<file path="src/verilog/dsc_pkg.sv">
// Purpose: Shared constants and types for the digital potentiometer shutdown command logic.
// Assumes: Command byte codes and status layout of the 256-tap volatile potentiometer.
// Notes:   One command is a command byte followed by a data byte.
package dsc_pkg;

    // Tap positions.
    localparam logic [7:0] DSC_TAP_ZERO = 8'h00;
    localparam logic [7:0] DSC_TAP_MID  = 8'h80;
    localparam logic [7:0] DSC_TAP_FULL = 8'hff;

    // Command bytes.
    localparam logic [7:0] DSC_WIPER_WRITE_CMD        = 8'h00;
    localparam logic [7:0] DSC_SHUTDOWN_RELEASE_CMD   = 8'h80;
    localparam logic [7:0] DSC_UPPER_OPEN_TAP_MID_CMD  = 8'h92;
    localparam logic [7:0] DSC_UPPER_OPEN_TAP_FULL_CMD = 8'h93;
    localparam logic [7:0] DSC_LOWER_OPEN_TAP_STORED_CMD = 8'h88;
    localparam logic [7:0] DSC_LOWER_OPEN_TAP_ZERO_CMD   = 8'h89;
    localparam logic [7:0] DSC_LOWER_OPEN_TAP_MID_CMD    = 8'h8a;
    localparam logic [7:0] DSC_LOWER_OPEN_TAP_FULL_CMD   = 8'h8b;
    localparam logic [7:0] DSC_TAP_TERMINAL_OPEN_CMD  = 8'h84;
    localparam logic [7:0] DSC_TAP_TERMINAL_OPEN_MASK = 8'hfc;
    localparam logic [7:0] DSC_PUMP_DISABLE_CMD       = 8'ha0;
    localparam logic [7:0] DSC_PUMP_ENABLE_CMD        = 8'ha1;
    localparam logic [7:0] DSC_RESET_CMD              = 8'hc0;

    // Tap override select codes.
    localparam logic [1:0] DSC_SEL_STORED = 2'h0;
    localparam logic [1:0] DSC_SEL_ZERO   = 2'h1;
    localparam logic [1:0] DSC_SEL_MID    = 2'h2;
    localparam logic [1:0] DSC_SEL_FULL   = 2'h3;

    // Configuration status bit positions.
    localparam int DSC_BIT_PUMP  = 7;
    localparam int DSC_BIT_UPPER = 4;
    localparam int DSC_BIT_LOWER = 3;
    localparam int DSC_BIT_TAP   = 2;

    localparam logic DSC_PUMP_RESET = 1'b1;

    typedef enum logic [2:0] {
        DSC_SD_NONE,
        DSC_SD_UPPER_MID,
        DSC_SD_UPPER_FULL,
        DSC_SD_LOWER_STORED,
        DSC_SD_LOWER_ZERO,
        DSC_SD_LOWER_MID,
        DSC_SD_LOWER_FULL,
        DSC_SD_TAP_OPEN
    } dsc_mode_t;

    typedef struct packed {
        logic [7:0] code;
        logic [7:0] data;
    } dsc_cmd_t;

    typedef struct packed {
        logic       pump_enabled_flag;
        logic       upper_switch_open_flag;
        logic       lower_switch_open_flag;
        logic       tap_switch_open_flag;
        logic [1:0] tap_override_select;
    } dsc_status_t;

endpackage

</file>
<file path="src/verilog/dsc_shutdown_ctrl.sv">
// Purpose: Executes wiper, shutdown, charge pump and reset commands of a 256-tap potentiometer.
// Assumes: The serial controller holds command, data and strobe steady around a link clock edge.
// Notes:   The link clock is slow, so it is sampled and its rising edge found on clk_sys.
`timescale 1ns/1ps
`default_nettype none

// What this block does
// - Upper midscale shutdown forces the tap to midscale and opens the upper terminal.
// - Upper full-scale shutdown forces the tap to full scale, opens upper terminal.
// - Lower stored shutdown opens lower terminal, tap stays at the wiper register.
// - Lower zero shutdown forces the tap to zero and opens the lower terminal.
// - Lower midscale shutdown forces the tap to midscale and opens the lower terminal.
// - Lower full-scale shutdown forces the tap to full scale, opens lower terminal.
// - Tap terminal shutdown opens the tap terminal, tap stays at the wiper register.
// - Forced-position shutdowns never alter the stored wiper register.
// - Wiper writes are ignored while any shutdown is active.
// - Clearing shutdown closes terminals and returns the tap to the wiper register.
// - After lower stored shutdown clears, lower terminal closes and writes work again.
// - Reset during shutdown ends shutdown and sets the wiper to midscale.
// - Terminal shutdown commands leave the charge pump state unchanged.
// - Pump-off disables the charge pump, entering low-power mode.
// - Pump-on enables the charge pump; enabled is also the power-on state.
// - Reset loads midscale, enables the pump, clears shutdown, as after power-on.
// - Outside shutdown a wiper write stores its data and moves the tap at once.
// - Shutdown release reconnects terminals, restores the tap, keeps the pump state.
// - Status reports tap override: 00 stored, 01 zero, 10 midscale, 11 full.
// - Status reports each switch as 1 when open and pump enable as 1.
module dsc_shutdown_ctrl
    import dsc_pkg::*;
(
    input  wire logic       clk_sys,
    input  wire logic       rst,
    input  wire logic       link_clk,
    input  wire logic       cmd_strobe,
    input  wire dsc_cmd_t   cmd_in,
    output var  logic [7:0] wiper_value,
    output var  logic [7:0] tap_position,
    output var  dsc_status_t status,
    output var  logic [7:0] config_byte,
    output var  logic       cmd_done,
    output var  logic       write_blocked
);

    logic       link_clk_meta_reg;
    logic       link_clk_sync_reg;
    logic       link_clk_prev_reg;
    logic       strobe_meta_reg;
    logic       strobe_sync_reg;
    dsc_cmd_t   cmd_meta_reg;
    dsc_cmd_t   cmd_sync_reg;

    logic       cmd_fire;
    dsc_mode_t  mode_reg;
    dsc_mode_t  mode_next;
    logic [7:0] wiper_reg;
    logic [7:0] wiper_next;
    logic       pump_reg;
    logic       pump_next;
    logic [7:0] tap_reg;
    logic [7:0] tap_next;
    dsc_status_t status_reg;
    dsc_status_t status_next;
    logic       done_reg;
    logic       blocked_reg;
    logic       is_wiper_cmd;
    logic       is_shutdown_cmd;

    // Every bit from the controller passes two flip-flops; the second is read, and for the link clock a third as well.
    always_ff @(posedge clk_sys) begin
        if (rst) begin
            link_clk_meta_reg <= 1'b0;
            link_clk_sync_reg <= 1'b0;
            link_clk_prev_reg <= 1'b0;
            strobe_meta_reg   <= 1'b0;
            strobe_sync_reg   <= 1'b0;
            cmd_meta_reg      <= '0;
            cmd_sync_reg      <= '0;
        end else begin
            link_clk_meta_reg <= link_clk;
            link_clk_sync_reg <= link_clk_meta_reg;
            link_clk_prev_reg <= link_clk_sync_reg;
            strobe_meta_reg   <= cmd_strobe;
            strobe_sync_reg   <= strobe_meta_reg;
            cmd_meta_reg      <= cmd_in;
            cmd_sync_reg      <= cmd_sync_reg == cmd_meta_reg ? cmd_sync_reg : cmd_meta_reg;
        end
    end

    // One command executes per link clock rise while the strobe is held.
    assign cmd_fire = strobe_sync_reg && link_clk_sync_reg && !link_clk_prev_reg;

    // Code decode; the data byte travels with every command and most ignore it.
    always_comb begin
        is_wiper_cmd    = cmd_sync_reg.code == DSC_WIPER_WRITE_CMD;
        is_shutdown_cmd = 1'b0;
        unique case (cmd_sync_reg.code)
            DSC_UPPER_OPEN_TAP_MID_CMD,
            DSC_UPPER_OPEN_TAP_FULL_CMD,
            DSC_LOWER_OPEN_TAP_STORED_CMD,
            DSC_LOWER_OPEN_TAP_ZERO_CMD,
            DSC_LOWER_OPEN_TAP_MID_CMD,
            DSC_LOWER_OPEN_TAP_FULL_CMD: is_shutdown_cmd = 1'b1;
            default: is_shutdown_cmd =
                (cmd_sync_reg.code & DSC_TAP_TERMINAL_OPEN_MASK) == DSC_TAP_TERMINAL_OPEN_CMD;
        endcase
    end

    // Shutdown mode: a new shutdown simply overwrites the old one.
    always_comb begin
        mode_next = mode_reg;
        if (cmd_fire) begin
            unique case (cmd_sync_reg.code)
                DSC_UPPER_OPEN_TAP_MID_CMD:    mode_next = DSC_SD_UPPER_MID;
                DSC_UPPER_OPEN_TAP_FULL_CMD:   mode_next = DSC_SD_UPPER_FULL;
                DSC_LOWER_OPEN_TAP_STORED_CMD: mode_next = DSC_SD_LOWER_STORED;
                DSC_LOWER_OPEN_TAP_ZERO_CMD:   mode_next = DSC_SD_LOWER_ZERO;
                DSC_LOWER_OPEN_TAP_MID_CMD:    mode_next = DSC_SD_LOWER_MID;
                DSC_LOWER_OPEN_TAP_FULL_CMD:   mode_next = DSC_SD_LOWER_FULL;
                DSC_SHUTDOWN_RELEASE_CMD:      mode_next = DSC_SD_NONE;
                DSC_RESET_CMD:                 mode_next = DSC_SD_NONE;
                default: begin
                    if (is_shutdown_cmd) begin
                        mode_next = DSC_SD_TAP_OPEN;
                    end
                end
            endcase
        end
    end

    // Wiper register: shutdown commands never touch it, writes are dropped in shutdown.
    always_comb begin
        wiper_next = wiper_reg;
        if (cmd_fire && cmd_sync_reg.code == DSC_RESET_CMD) begin
            wiper_next = DSC_TAP_MID;
        end else if (cmd_fire && is_wiper_cmd && mode_reg == DSC_SD_NONE) begin
            wiper_next = cmd_sync_reg.data;
        end
    end

    // Charge pump: only the pump and reset commands change it.
    always_comb begin
        pump_next = pump_reg;
        if (cmd_fire) begin
            if (cmd_sync_reg.code == DSC_PUMP_DISABLE_CMD) begin
                pump_next = 1'b0;
            end else if (cmd_sync_reg.code == DSC_PUMP_ENABLE_CMD) begin
                pump_next = 1'b1;
            end else if (cmd_sync_reg.code == DSC_RESET_CMD) begin
                pump_next = DSC_PUMP_RESET;
            end
        end
    end

    // Effective tap and switch states follow the next mode so they move with it.
    always_comb begin
        status_next = '0;
        status_next.pump_enabled_flag = pump_next;
        unique case (mode_next)
            DSC_SD_NONE: begin
                status_next.tap_override_select = DSC_SEL_STORED;
            end
            DSC_SD_UPPER_MID: begin
                status_next.upper_switch_open_flag = 1'b1;
                status_next.tap_override_select    = DSC_SEL_MID;
            end
            DSC_SD_UPPER_FULL: begin
                status_next.upper_switch_open_flag = 1'b1;
                status_next.tap_override_select    = DSC_SEL_FULL;
            end
            DSC_SD_LOWER_STORED: begin
                status_next.lower_switch_open_flag = 1'b1;
                status_next.tap_override_select    = DSC_SEL_STORED;
            end
            DSC_SD_LOWER_ZERO: begin
                status_next.lower_switch_open_flag = 1'b1;
                status_next.tap_override_select    = DSC_SEL_ZERO;
            end
            DSC_SD_LOWER_MID: begin
                status_next.lower_switch_open_flag = 1'b1;
                status_next.tap_override_select    = DSC_SEL_MID;
            end
            DSC_SD_LOWER_FULL: begin
                status_next.lower_switch_open_flag = 1'b1;
                status_next.tap_override_select    = DSC_SEL_FULL;
            end
            DSC_SD_TAP_OPEN: begin
                status_next.tap_switch_open_flag = 1'b1;
                status_next.tap_override_select  = DSC_SEL_STORED;
            end
        endcase
    end

    always_comb begin
        unique case (status_next.tap_override_select)
            DSC_SEL_ZERO: tap_next = DSC_TAP_ZERO;
            DSC_SEL_MID:  tap_next = DSC_TAP_MID;
            DSC_SEL_FULL: tap_next = DSC_TAP_FULL;
            default:      tap_next = wiper_next;
        endcase
    end

    always_ff @(posedge clk_sys) begin
        if (rst) begin
            mode_reg <= DSC_SD_NONE;
        end else begin
            mode_reg <= mode_next;
        end
    end

    always_ff @(posedge clk_sys) begin
        if (rst) begin
            wiper_reg <= DSC_TAP_MID;
        end else begin
            wiper_reg <= wiper_next;
        end
    end

    always_ff @(posedge clk_sys) begin
        if (rst) begin
            pump_reg <= DSC_PUMP_RESET;
        end else begin
            pump_reg <= pump_next;
        end
    end

    always_ff @(posedge clk_sys) begin
        if (rst) begin
            tap_reg    <= DSC_TAP_MID;
            status_reg <= '{pump_enabled_flag: DSC_PUMP_RESET, default: '0};
        end else begin
            tap_reg    <= tap_next;
            status_reg <= status_next;
        end
    end

    // A dropped write is reported so the controller side can see it had no effect.
    always_ff @(posedge clk_sys) begin
        if (rst) begin
            done_reg    <= 1'b0;
            blocked_reg <= 1'b0;
        end else begin
            done_reg    <= cmd_fire;
            blocked_reg <= cmd_fire && is_wiper_cmd && mode_reg != DSC_SD_NONE;
        end
    end

    assign wiper_value   = wiper_reg;
    assign tap_position  = tap_reg;
    assign status        = status_reg;
    assign cmd_done      = done_reg;
    assign write_blocked = blocked_reg;

    always_comb begin
        config_byte = '0;
        config_byte[DSC_BIT_PUMP]  = status_reg.pump_enabled_flag;
        config_byte[DSC_BIT_UPPER] = status_reg.upper_switch_open_flag;
        config_byte[DSC_BIT_LOWER] = status_reg.lower_switch_open_flag;
        config_byte[DSC_BIT_TAP]   = status_reg.tap_switch_open_flag;
        config_byte[1:0]           = status_reg.tap_override_select;
    end

    logic [7:0] code_q;
    assign code_q = cmd_sync_reg.code;
endmodule

`default_nettype wire

</file>
<file path="config.mk">
export PLATFORM = sky130hd
export DESIGN_NAME = dsc_shutdown_ctrl
export DESIGN_NICKNAME = d
export VERILOG_FILES = /design/src/verilog/dsc_pkg.sv /design/src/verilog/dsc_shutdown_ctrl.sv
export SDC_FILE = /design/constraint.sdc
export NUM_CORES = 1
export LEC_CHECK = 0
export BUFFER_PORTS_ARGS = -buffer_cell sky130_fd_sc_hd__buf_2
export CORE_ASPECT_RATIO = 0.9
export CORE_MARGIN = 3
export CORE_UTILIZATION = 40
export DETAILED_ROUTE_END_ITERATION = 10
export GPL_TIMING_DRIVEN = 0
export MAX_ROUTING_LAYER = met4
export PLACE_DENSITY_LB_ADDON = 0.08
export SLEW_MARGIN = 20
export SYNTH_ARGS = -nofsm -noshare
export SYNTH_HDL_FRONTEND = slang
export SYNTH_SLANG_ARGS = --single-unit
export TNS_END_PERCENT = 10
</file>
<file path="constraint.sdc">
create_clock -name clk_sys -period 2.5 [get_ports clk_sys]
set_input_delay 0.25 -clock clk_sys [delete_from_list [all_inputs] [get_ports clk_sys]]
set_output_delay 0.25 -clock clk_sys [all_outputs]
set_load 0.03 [all_outputs]
</file>
==> results of run 1 <==
-- synthesized netlist by cell type, types with 3 or more instances --
cell	count	area (µm²)
dfxtp_1	64	1280
nor2b_1	41	257
nand2_1	19	71.3
nor2_1	15	56.3
inv_1	10	37.5
buf_4	9	67.6
o21ai_0	8	40.0
a21o_1	7	52.6
ha_1	5	62.6
clkbuf_1	4	15.0
nand3_1	4	20.0
o22ai_1	4	25.0
nand2b_1	3	18.8
nor3_1	3	15.0
-- worst max-delay path: cells and delay by family (launching register included) --
family / cells / cell delay (ns)
fa+ha+maj: 1 / 0.19
simple gates: 5 / 0.92
compound gates: 3 / 0.73
flops: 1 / 0.37
buf+inv: 2 / 0.29
-- final timing paths --
check                       start                to  cells after the start
setup / recovery        code_q[5]   tap_position[7]                     11
hold / removal         cmd_in[13]  cmd_meta_reg[13]                      2
setup reg to reg        code_q[5]   tap_position[7]                     11
hold reg to reg   cmd_meta_reg[7]   cmd_sync_reg[7]                      1
-- logic make-up (layout without fill, tap and decap cells) --
family          count (synthesis)  after routing  share of synthesized area (%)
compound gates                 26             26                           7.44
other cells                     1              2                          0.164
simple gates                  105            105                           26.4
flops                          64             64                           56.0
buf+inv                        26            104                           6.40
fa+ha+maj                       5              5                           2.73
xor+xnor                        1              1                          0.383
mux                             1              1                          0.492
-- where the power goes --
group          total (mW)  leakage (nW)  internal [mW]  switching [mW]
combinational       0.103         0.832         0.0549          0.0479
sequential           1.06         0.525           1.05          0.0148
clock               0.758        0.0889          0.358           0.401
-- per-layer routing --
layer | vias to the layer above | share of wire [%]
met5 | - | 0
met4 | 0 | 1.8
met3 | 8 | 7.0
met2 | 45 | 48
met1 | 749 | 43
li1 | 882 | -
-- through the flow --
| step | instances | TNS (ns) |
|---|---|---|
| 3_3_place_gp | 345 | -2.58 |
| 2_1_floorplan | 230 | 0 |
| 6_report | 375 | -0.318 |
| 4_1_cts | 373 | -0.170 |
| 3_5_place_dp | 345 | -2.78 |
| 5_1_grt | 375 | -1.99 |
-- final cells by class --
cell class | instances | area share, %
timing repair buffer | 62 | 11.2
sequential | 64 | 41.8
clock inverter | 7 | 1.58
inverter | 10 | 1.22
multi-input combinational | 140 | 34.0
clock buffer | 9 | 4.02
buffer | 16 | 3.53
tap | 67 | 2.72
-- repair_timing --
action / 4_1_cts / 5_1_grt
endpoints found under the setup margin: 9 / 10
gates resized for setup: 24 / 18
pin swaps: 12 / 8
buffers inserted: 12 / 2
==> results by group, run 1 <==
Min path
  – HP Class: in -> reg

Power and ir drop
  – Overall power: between 1.5 and 2 mW
  – Static Leakage: approximately 1.4 nW
  – Power per Cell Area: 624 nW/µm²
  – Peak VDD IR: ~0.00037 V

Floorplanning
  – Ports: 52
  – Total core area: roughly 5400 µm²
  – Die area: 6670 µm²
  – Die Ht: ~78 µm
  – Initial Util: between 40% and 50%
  – Row count: 25
  – Die Wd: between 80 and 90 µm

Logic synthesis
  – Post-synthesis cell area: between 2000 and 2500 µm²
  – Yosys warning total: 0
  – Synth Flop Type: dfxtp_1
  – Count of cell types in the netlist: 42
  – Post-synth ARST share: 0%
  – Post-Syn Area per Cell: 9.99 µm²
  – Cell count after synthesis: roughly 230
  – Post-synth EDFFs: 0
  – Sequential share of the synthesized area: between 50% and 60%
  – Synth Register Bits: 64

Cells and area
  – Layout cells sized above 1: around 40%
  – Design area: 3080 µm²
  – Layout Nets: ~330
  – Number of flip-flops under the largest register name: 16
  – Multi-input gate area in the final layout: ~1000 µm²
  – Area growth syn-to-layout: 34.8%
  – ANT cells: 0
  – Register area: 1290 µm²
  – Final Core Density: a little under three fifths
  – Commonest non-fill, non-tap cell in the layout: dfxtp_1
  – Commonest cells after routing, fill and taps aside: dfxtp_1 (60), buf_2 (49), nor2b_1 (40)
  – Fillers: between 500 and 600

Worst setup path
  – Crit path kind: reg -> reg
  – Req. time, crit path: about 2.7 ns
  – Max FO, Critical Path: 5
  – CP peak stage delay: between 0.3 and 0.4 ns
  – Worst EP arrival: between 2 and 3 ns
  – Worst-path cell chain: nor4_4, buf_4, nand2_2, a31o_4, o22ai_4, inv_2, ha_4, nor2_4, nor2_2, or3_4, a211o_1
  – CP startpoint kind: register
  – Endpoint type of the worst setup path: register
  – Reg2reg setup slack: -0.11 ns
  – Critical path's slowest cell: or3_4

CTS
  – CTS buffer count: 9
  – CTS HTree Levels: 3
  – CTS tree: done
  – Clk slew on worst S/H paths: around 0.070 ns
  – Sink Count: 64
  – CTS root buffer: clkbuf_8
  – Clock Latency Late Sink: 0.35 ns
  – Cts hold-fix bufs: 0
  – CTS Buffer Depth: 2

Status
  – Run status: finished with violations
  – Failing checks: setup timing

Placement
  – Dpl hpwl: a little under 3000 µm
  – Post-DP Area: approximately 2600 µm²
  – Port bufs: between 40 and 50
  – Placer Congestion: approximately 0.83
  – Pre-CTS setup slack: -0.376 ns

STA
  – F_max: roughly 380 MHz
  – Fin. max-slew vios: 0
  – Unrepaired setup endpoints after global routing: yes
  – Worst Max-Slew Pin Slew: ~0.64 ns
  – Setup violators final: 9
  – Hold Slack: around 0.10 ns
  – Slew headroom: between 50% and 60%
  – Final Skew: a little over 0.005 ns
  – Fin crit share: 105%
  – Final Worst Setup Slack: -0.113 ns
  – Crit path time final: roughly 2.6 ns
  – Final Hold Violating Endpoints: 0

Run
  – Max-capacitance violation count: 0

Global routing
  – Gr usage total: about 15%
  – Met2 usage: a little under a quarter
  – Initial antenna violation count: 0
  – GR Util met3: 6.37%
  – Global-route wire length before repair: ~7400 µm
  – Number of global-route vias before repair: approximately 1600
  – GRT Max-Usage Layer: met2
  – Remaining global-route overflow: 0
  – GR Util met1: about 17%
  – Largest net degree at the start of global routing: 13

Drt
  – Vias per inst: 4.49
  – Pre-Repair DR Iteration Count: 4
  – Initial drt markers: 44
  – Antenna Nets Post-Route: 0
  – Routed WL: between 4000 and 5000 µm
  – DRC: 0
  – Drt wl/cell: about 12 µm
  – DR vias: 1684
No activity file was read; power rests on OpenSTA's default activity.
==> run 2: changes to the inputs <==
==> constraint.sdc (replaced) <==
create_clock -name clk_sys -period 2.7 [get_ports clk_sys]
set_input_delay 0.27 -clock clk_sys [delete_from_list [all_inputs] [get_ports clk_sys]]
set_output_delay 0.27 -clock clk_sys [all_outputs]
set_load 0.03 [all_outputs]
==> results by group, run 2 (synthesized netlist as in run 1, its figures left out) <==
Drt
  – Vias per inst: 4.39 (-2.3%)
  – Drt wl/cell: 11.1 µm (-5.6%)
  – DR vias: 1588 (-5.7%)
  – Initial drt markers: 31 (-30%)
  – Routed WL: 4010 µm (-8.9%)
  – DRC: 0 (unchanged)
  – Pre-Repair DR Iteration Count: 4 (unchanged)
  – Antenna Nets Post-Route: 0 (unchanged)

Cells and area
  – Commonest non-fill, non-tap cell in the layout: dfxtp_1
  – Area growth syn-to-layout: 26.8%
  – Commonest cells after routing, fill and taps aside: dfxtp_1 (59), buf_2 (49), nor2b_1 (40)
  – Layout cells sized above 1: 32.2% (-7.7 points)
  – ANT cells: 0 (unchanged)
  – Number of flip-flops under the largest register name: 16 (unchanged)
  – Finished Layout Cells: 362 (-3.5%)
  – Layout Nets: 316 (-3.7%)

CTS
  – CTS buffer count: 9 (unchanged)
  – Cts hold-fix bufs: 0 (unchanged)
  – CTS root buffer: clkbuf_8
  – Clock Latency Late Sink: 0.33 ns (-0.02 ns)
  – Clk slew on worst S/H paths: 0.06 ns (about the same)
  – CTS tree: done
  – CTS HTree Levels: 3 (unchanged)
  – CTS Buffer Depth: 2 (unchanged)
  – Sink Count: 64 (unchanged)

Worst setup path
  – Most used cell, CP: nor2_1
  – Endpoint type of the worst setup path: register
  – Worst EP arrival: 2.85 ns (about the same)
  – Worst path buffer plus inverter count: 1 (-1)
  – Worst r2r dst: tap_position[7]
  – Worst-path cell chain: nor4b_4, nand3b_4, a31o_4, o22ai_4, inv_2, ha_1, nor2_1, nor2_1, or3_1, a211o_1
  – Largest delay share family, worst path: simple AND/OR/NAND/NOR gates
  – Reg2reg setup slack: 0.07 ns (+0.19 ns)
  – Worst R2R Start: code_q[4]
  – CP peak stage delay: 0.39 ns (about the same)
  – Critical path's slowest cell: or3_1
  – Crit path kind: reg -> reg
  – R2r worst-path depth: 10 (-1)
  – Max FO, Critical Path: 5 (unchanged)
  – CP startpoint kind: register
  – Req. time, crit path: 2.92 ns (+0.18 ns)

Placement
  – Port bufs: 48 (unchanged)
  – Pre-CTS setup slack: -0.264 ns (+0.113 ns)
  – Dpl hpwl: 2920 µm (-0.72%)
  – Placer Congestion: 0.890 (+7.6%)
  – Placed cell count: 345 (unchanged)

STA
  – Worst Max-Slew Pin Slew: 0.660 ns (+0.0245 ns)
  – Final Worst Setup Slack: 0.0746 ns (+0.187 ns)
  – Final Skew: 0.00461 ns (-0.000479 ns)
  – Fin crit share: 97.2% (-7.3 points)
  – Slew headroom: 55.6% (-1.6 points)
  – Fin. max-slew vios: 0 (unchanged)
  – Hold Slack: 0.142 ns (+0.0376 ns)
  – Unrepaired setup endpoints after global routing: yes
  – Crit path time final: 2.63 ns (+0.0126 ns)
  – F_max: 381 MHz (-0.48%)
  – Setup violators final: 0 (-9)
  – Final Hold Violating Endpoints: 0 (unchanged)

Global routing
  – Initial antenna violation count: 0 (unchanged)
  – Global-route wire length before repair: 6870 µm (-7.2%)
  – Largest net degree at the start of global routing: 11 (-2)
  – Remaining global-route overflow: 0 (unchanged)
  – Gr usage total: 13.9% (-1.1 points)
  – Number of global-route vias before repair: 1499 (-4.6%)

Floorplanning
  – Die area: 6670 µm² (unchanged)
  – Row count: 25 (unchanged)
  – Die Wd: 85.7 µm (unchanged)
  – Die Ht: 77.8 µm (unchanged)
  – Ports: 52 (unchanged)
  – Initial Util: 42.5% (unchanged)
  – Total core area: 5380 µm² (unchanged)

Run
  – Max-capacitance violation count: 0 (unchanged)

Min path
  – HP Class: in -> reg
  – Hold Path Sink: cmd_meta_reg[14]
  – Hold Path Depth: 2 (unchanged)
  – Min-delay src: cmd_in[14]

Power and ir drop
  – Power per Cell Area: 635 nW/µm² (+1.8%)
  – Static Leakage: 1.38 nW (-4.9%)
  – Peak VDD IR: 0.000369 V (+0.20%)

Status
  – Run status: complete, no violations
==> run 2: cell types whose count changed in the layout (fill, tap and decap cells not counted), sizes merged <==
cell and change:
clkbuf +3, bufinv +1, clkinv -5, buf -12
==> run 2: power breakdown <==
part | switching [mW] | internal (mW) | leakage (nW)
clock network | 0.327 | 0.445 | 0.0925
registers | 0.0137 | 0.971 | 0.526
logic | 0.0403 | 0.0440 | 0.758
total | 0.381 | 1.46 | 1.38
==> run 2: per-layer routing <==
| layer | track usage (%) | vias up | share of wire, % |
|---|---|---|---|
| met4 | 4.75 | 0 | 0.57 |
| li1 | - | 861 | - |
| met3 | 6.90 | 4 | 8.2 |
| met1 | 16.6 | 668 | 47 |
| met2 | 20.3 | 55 | 44 |
| met5 | - | - | 0 |
==> run 2: area by class of cell <==
type / count / area (µm²)
Sequential cell: 64 / 1290
Clock buffer: 12 / 145
Fill cell: 519 / 2480
Multi-Input combinational cell: 140 / 938
Tap cell: 67 / 83.8
Buffer: 16 / 109
Timing Repair Buffer: 50 / 255
Inverter: 10 / 37.5
Clock inverter: 3 / 42.5
==> run 2: metrics by stage <==
step	instance area [µm²]	power [mW]	util [%]	TNS, ns
after CTS	2880	1.87	53.5	0
after global placement	2620	1.08	48.6	-2.00
final	2900	1.84	53.9	0
after global routing	2900	1.93	53.9	-0.167
after detailed placement	2620	1.08	48.6	-1.95
after floorplan	2290	1.06	-	0
==> run 2: timing repair <==
action,CTS,global route
buffers inserted,2,0
endpoints found under the setup margin,9,9
pin swaps,2,4
resized for setup,11,10
endpoints found under the hold margin,0,0
==> run 2: worst max-delay path by stage <==
stage / endpoint / from / cells past startpoint
floorplan: tap_position[7] / code_q[4] / 10
global placement: tap_position[5] / code_q[4] / 10
detailed placement: tap_position[3] / code_q[4] / 10
CTS: tap_position[7] / code_q[4] / 11
global route: tap_position[7] / code_q[4] / 10
finish: tap_position[7] / code_q[4] / 10
==> run 3: changes to the inputs <==
==> constraint.sdc (replaced) <==
create_clock -name clk_sys -period 2.9 [get_ports clk_sys]
set_input_delay 0.29 -clock clk_sys [delete_from_list [all_inputs] [get_ports clk_sys]]
set_output_delay 0.29 -clock clk_sys [all_outputs]
set_load 0.03 [all_outputs]
==> results by group, run 3 (synthesized netlist as in run 1, its figures left out) <==
Status
  – Run status: complete, no violations

Drt
  – Vias per inst: 4.41 (+0.57%)
  – Routed WL: 3960 µm (-1.3%)
  – DR vias: 1597 (+0.57%)
  – Drt wl/cell: 10.9 µm (-1.3%)
  – Initial drt markers: 61 (+97%)
  – Pre-Repair DR Iteration Count: 4 (unchanged)
  – Antenna Nets Post-Route: 0 (unchanged)
  – DRC: 0 (unchanged)

Worst setup path
  – Worst EP arrival: 2.96 ns (+0.11 ns)
  – Endpoint type of the worst setup path: register
  – Crit path kind: reg -> reg
  – CP startpoint kind: register
  – Req. time, crit path: 3.12 ns (+0.20 ns)
  – Max FO, Critical Path: 5 (unchanged)

Min path
  – HP Class: in -> reg

Floorplanning
  – Die area: 6670 µm² (unchanged)
  – Row count: 25 (unchanged)
  – Die Ht: 77.8 µm (unchanged)
  – Total core area: 5380 µm² (unchanged)
  – Ports: 52 (unchanged)
  – Initial Util: 42.5% (unchanged)
  – Die Wd: 85.7 µm (unchanged)

STA
  – Slew headroom: 56.1% (+0.50 points)
  – Fin. max-slew vios: 0 (unchanged)
  – F_max: 366 MHz (-4.0%)
  – Hold Slack: 0.163 ns (+0.0215 ns)
  – Worst Max-Slew Pin Slew: 0.653 ns (-0.00738 ns)
  – Final Skew: 0.00393 ns (-0.000675 ns)
  – Setup violators final: 0 (unchanged)
  – Fin crit share: 94.3% (-2.9 points)
  – Final Hold Violating Endpoints: 0 (unchanged)
  – Crit path time final: 2.73 ns (+0.110 ns)
  – Unrepaired setup endpoints after global routing: no

Power and ir drop
  – Sw Share: 20.7% (-0.055 points)
  – Static Leakage: 1.34 nW (-2.6%)
  – P_int: 1.36 mW (-6.9%)
  – Sequential Power Share: 53.5% (about the same)
  – Peak VDD IR: 0.000344 V (-6.7%)
  – Overall power: 1.71 mW (-7.0%)
  – Power per Cell Area: 599 nW/µm² (-5.6%)
  – P_sw: 0.354 mW (-7.3%)
  – Comb power frac: 4.5% (about the same)
  – Clock share of power: 42.0% (about the same)

Cells and area
  – Number of flip-flops under the largest register name: 16 (unchanged)
  – Design area: 2860 µm² (-1.5%)
  – Commonest non-fill, non-tap cell in the layout: dfxtp_1
  – Finished Layout Cells: 362 (unchanged)
  – Layout Nets: 316 (unchanged)
  – Area growth syn-to-layout: 24.9%
  – ANT cells: 0 (unchanged)
  – Layout cells sized above 1: 29.5% (-2.7 points)
  – Commonest cells after routing, fill and taps aside: dfxtp_1 (64), buf_2 (49), nor2b_1 (41)

Placement
  – Post-DP Area: 2620 µm² (unchanged)
  – Dpl hpwl: 2920 µm (unchanged)
  – Port bufs: 48 (unchanged)
  – Placed cell count: 345 (unchanged)
  – Placer Congestion: 0.890 (unchanged)

Global routing
  – Largest net degree at the start of global routing: 11 (unchanged)
  – Remaining global-route overflow: 0 (unchanged)
  – Global-route wire length before repair: 6730 µm (-2.0%)
  – Gr usage total: 13.7% (-0.21 points)
  – Initial antenna violation count: 0 (unchanged)
  – Number of global-route vias before repair: 1474 (-1.7%)

CTS
  – CTS buffer count: 9 (unchanged)
  – CTS tree: done
  – CTS HTree Levels: 3 (unchanged)
  – CTS root buffer: clkbuf_8
  – CTS Buffer Depth: 2 (unchanged)
  – Clk slew on worst S/H paths: 0.06 ns (about the same)
  – Sink Count: 64 (unchanged)
  – Clock Latency Late Sink: 0.33 ns (about the same)

Run
  – Max-capacitance violation count: 0 (unchanged)
==> run 3: area by class of cell <==
type	count	area, µm²
inverters	10	37.5
fillers	520	2520
repair buffers	50	255
clock inverters	3	42.5
well taps	67	83.8
flip-flops and latches	64	1280
multi-input cells	140	905
plain buffers	16	109
clock buffers	12	145
==> run 3: what timing repair did <==
action,in CTS,in global routing
resized for setup,2,5
setup endpoints to repair,7,9
setup buffers,0,2
pin swaps,0,2
hold buffers,0,0
==> run 3: per-layer routing <==
metal	global-route usage, %	part of all wire, %
met3	6.90	8.1
met4	4.75	1.5
met2	20.2	43
met1	16.1	47
met5	-	0
==> run 3: path summary, 6_finish.rpt <==
kind	start	endpoint	slack [ns]	depth (start not counted)
min reg2reg	cmd_meta_reg[0]	cmd_sync_reg[0]	0.43	1
min	cmd_in[14]	cmd_meta_reg[14]	0.16	2
max	code_q[7]	tap_position[7]	0.17	10
max reg2reg	code_q[7]	tap_position[7]	0.17	10
==> run 3: power by group through the flow <==
stage	Combinational, mW	Sequential [mW]	Clock [mW]
after floorplan	0.0495	0.934	0
after global placement	0.0718	0.935	0
after detailed placement	0.0727	0.935	0
after CTS	0.0732	0.915	0.745
after global routing	0.0863	0.918	0.792
final	0.0769	0.916	0.719
==> run 3: stage by stage <==
step                      utilization (%)  setup TNS [ns]  worst slack, ns
after floorplan                         -               0            0.264
after global placement               48.6          -0.314          -0.0564
after detailed placement             48.6          -0.282          -0.0637
after CTS                            52.3               0           0.0162
after global routing                 53.1               0           0.0112
final                                53.1               0            0.165
==> run 3: worst max-delay path: stages, from the launching register on <==
cell     delay (ns)
dfxtp_1        0.42
nor2b_1        0.24
nand4_1        0.19
a31o_2         0.35
o22ai_4        0.23
inv_1          0.11
ha_1           0.24
nor2_1         0.10
nor2_1         0.07
or3_1          0.39
a211o_1        0.30
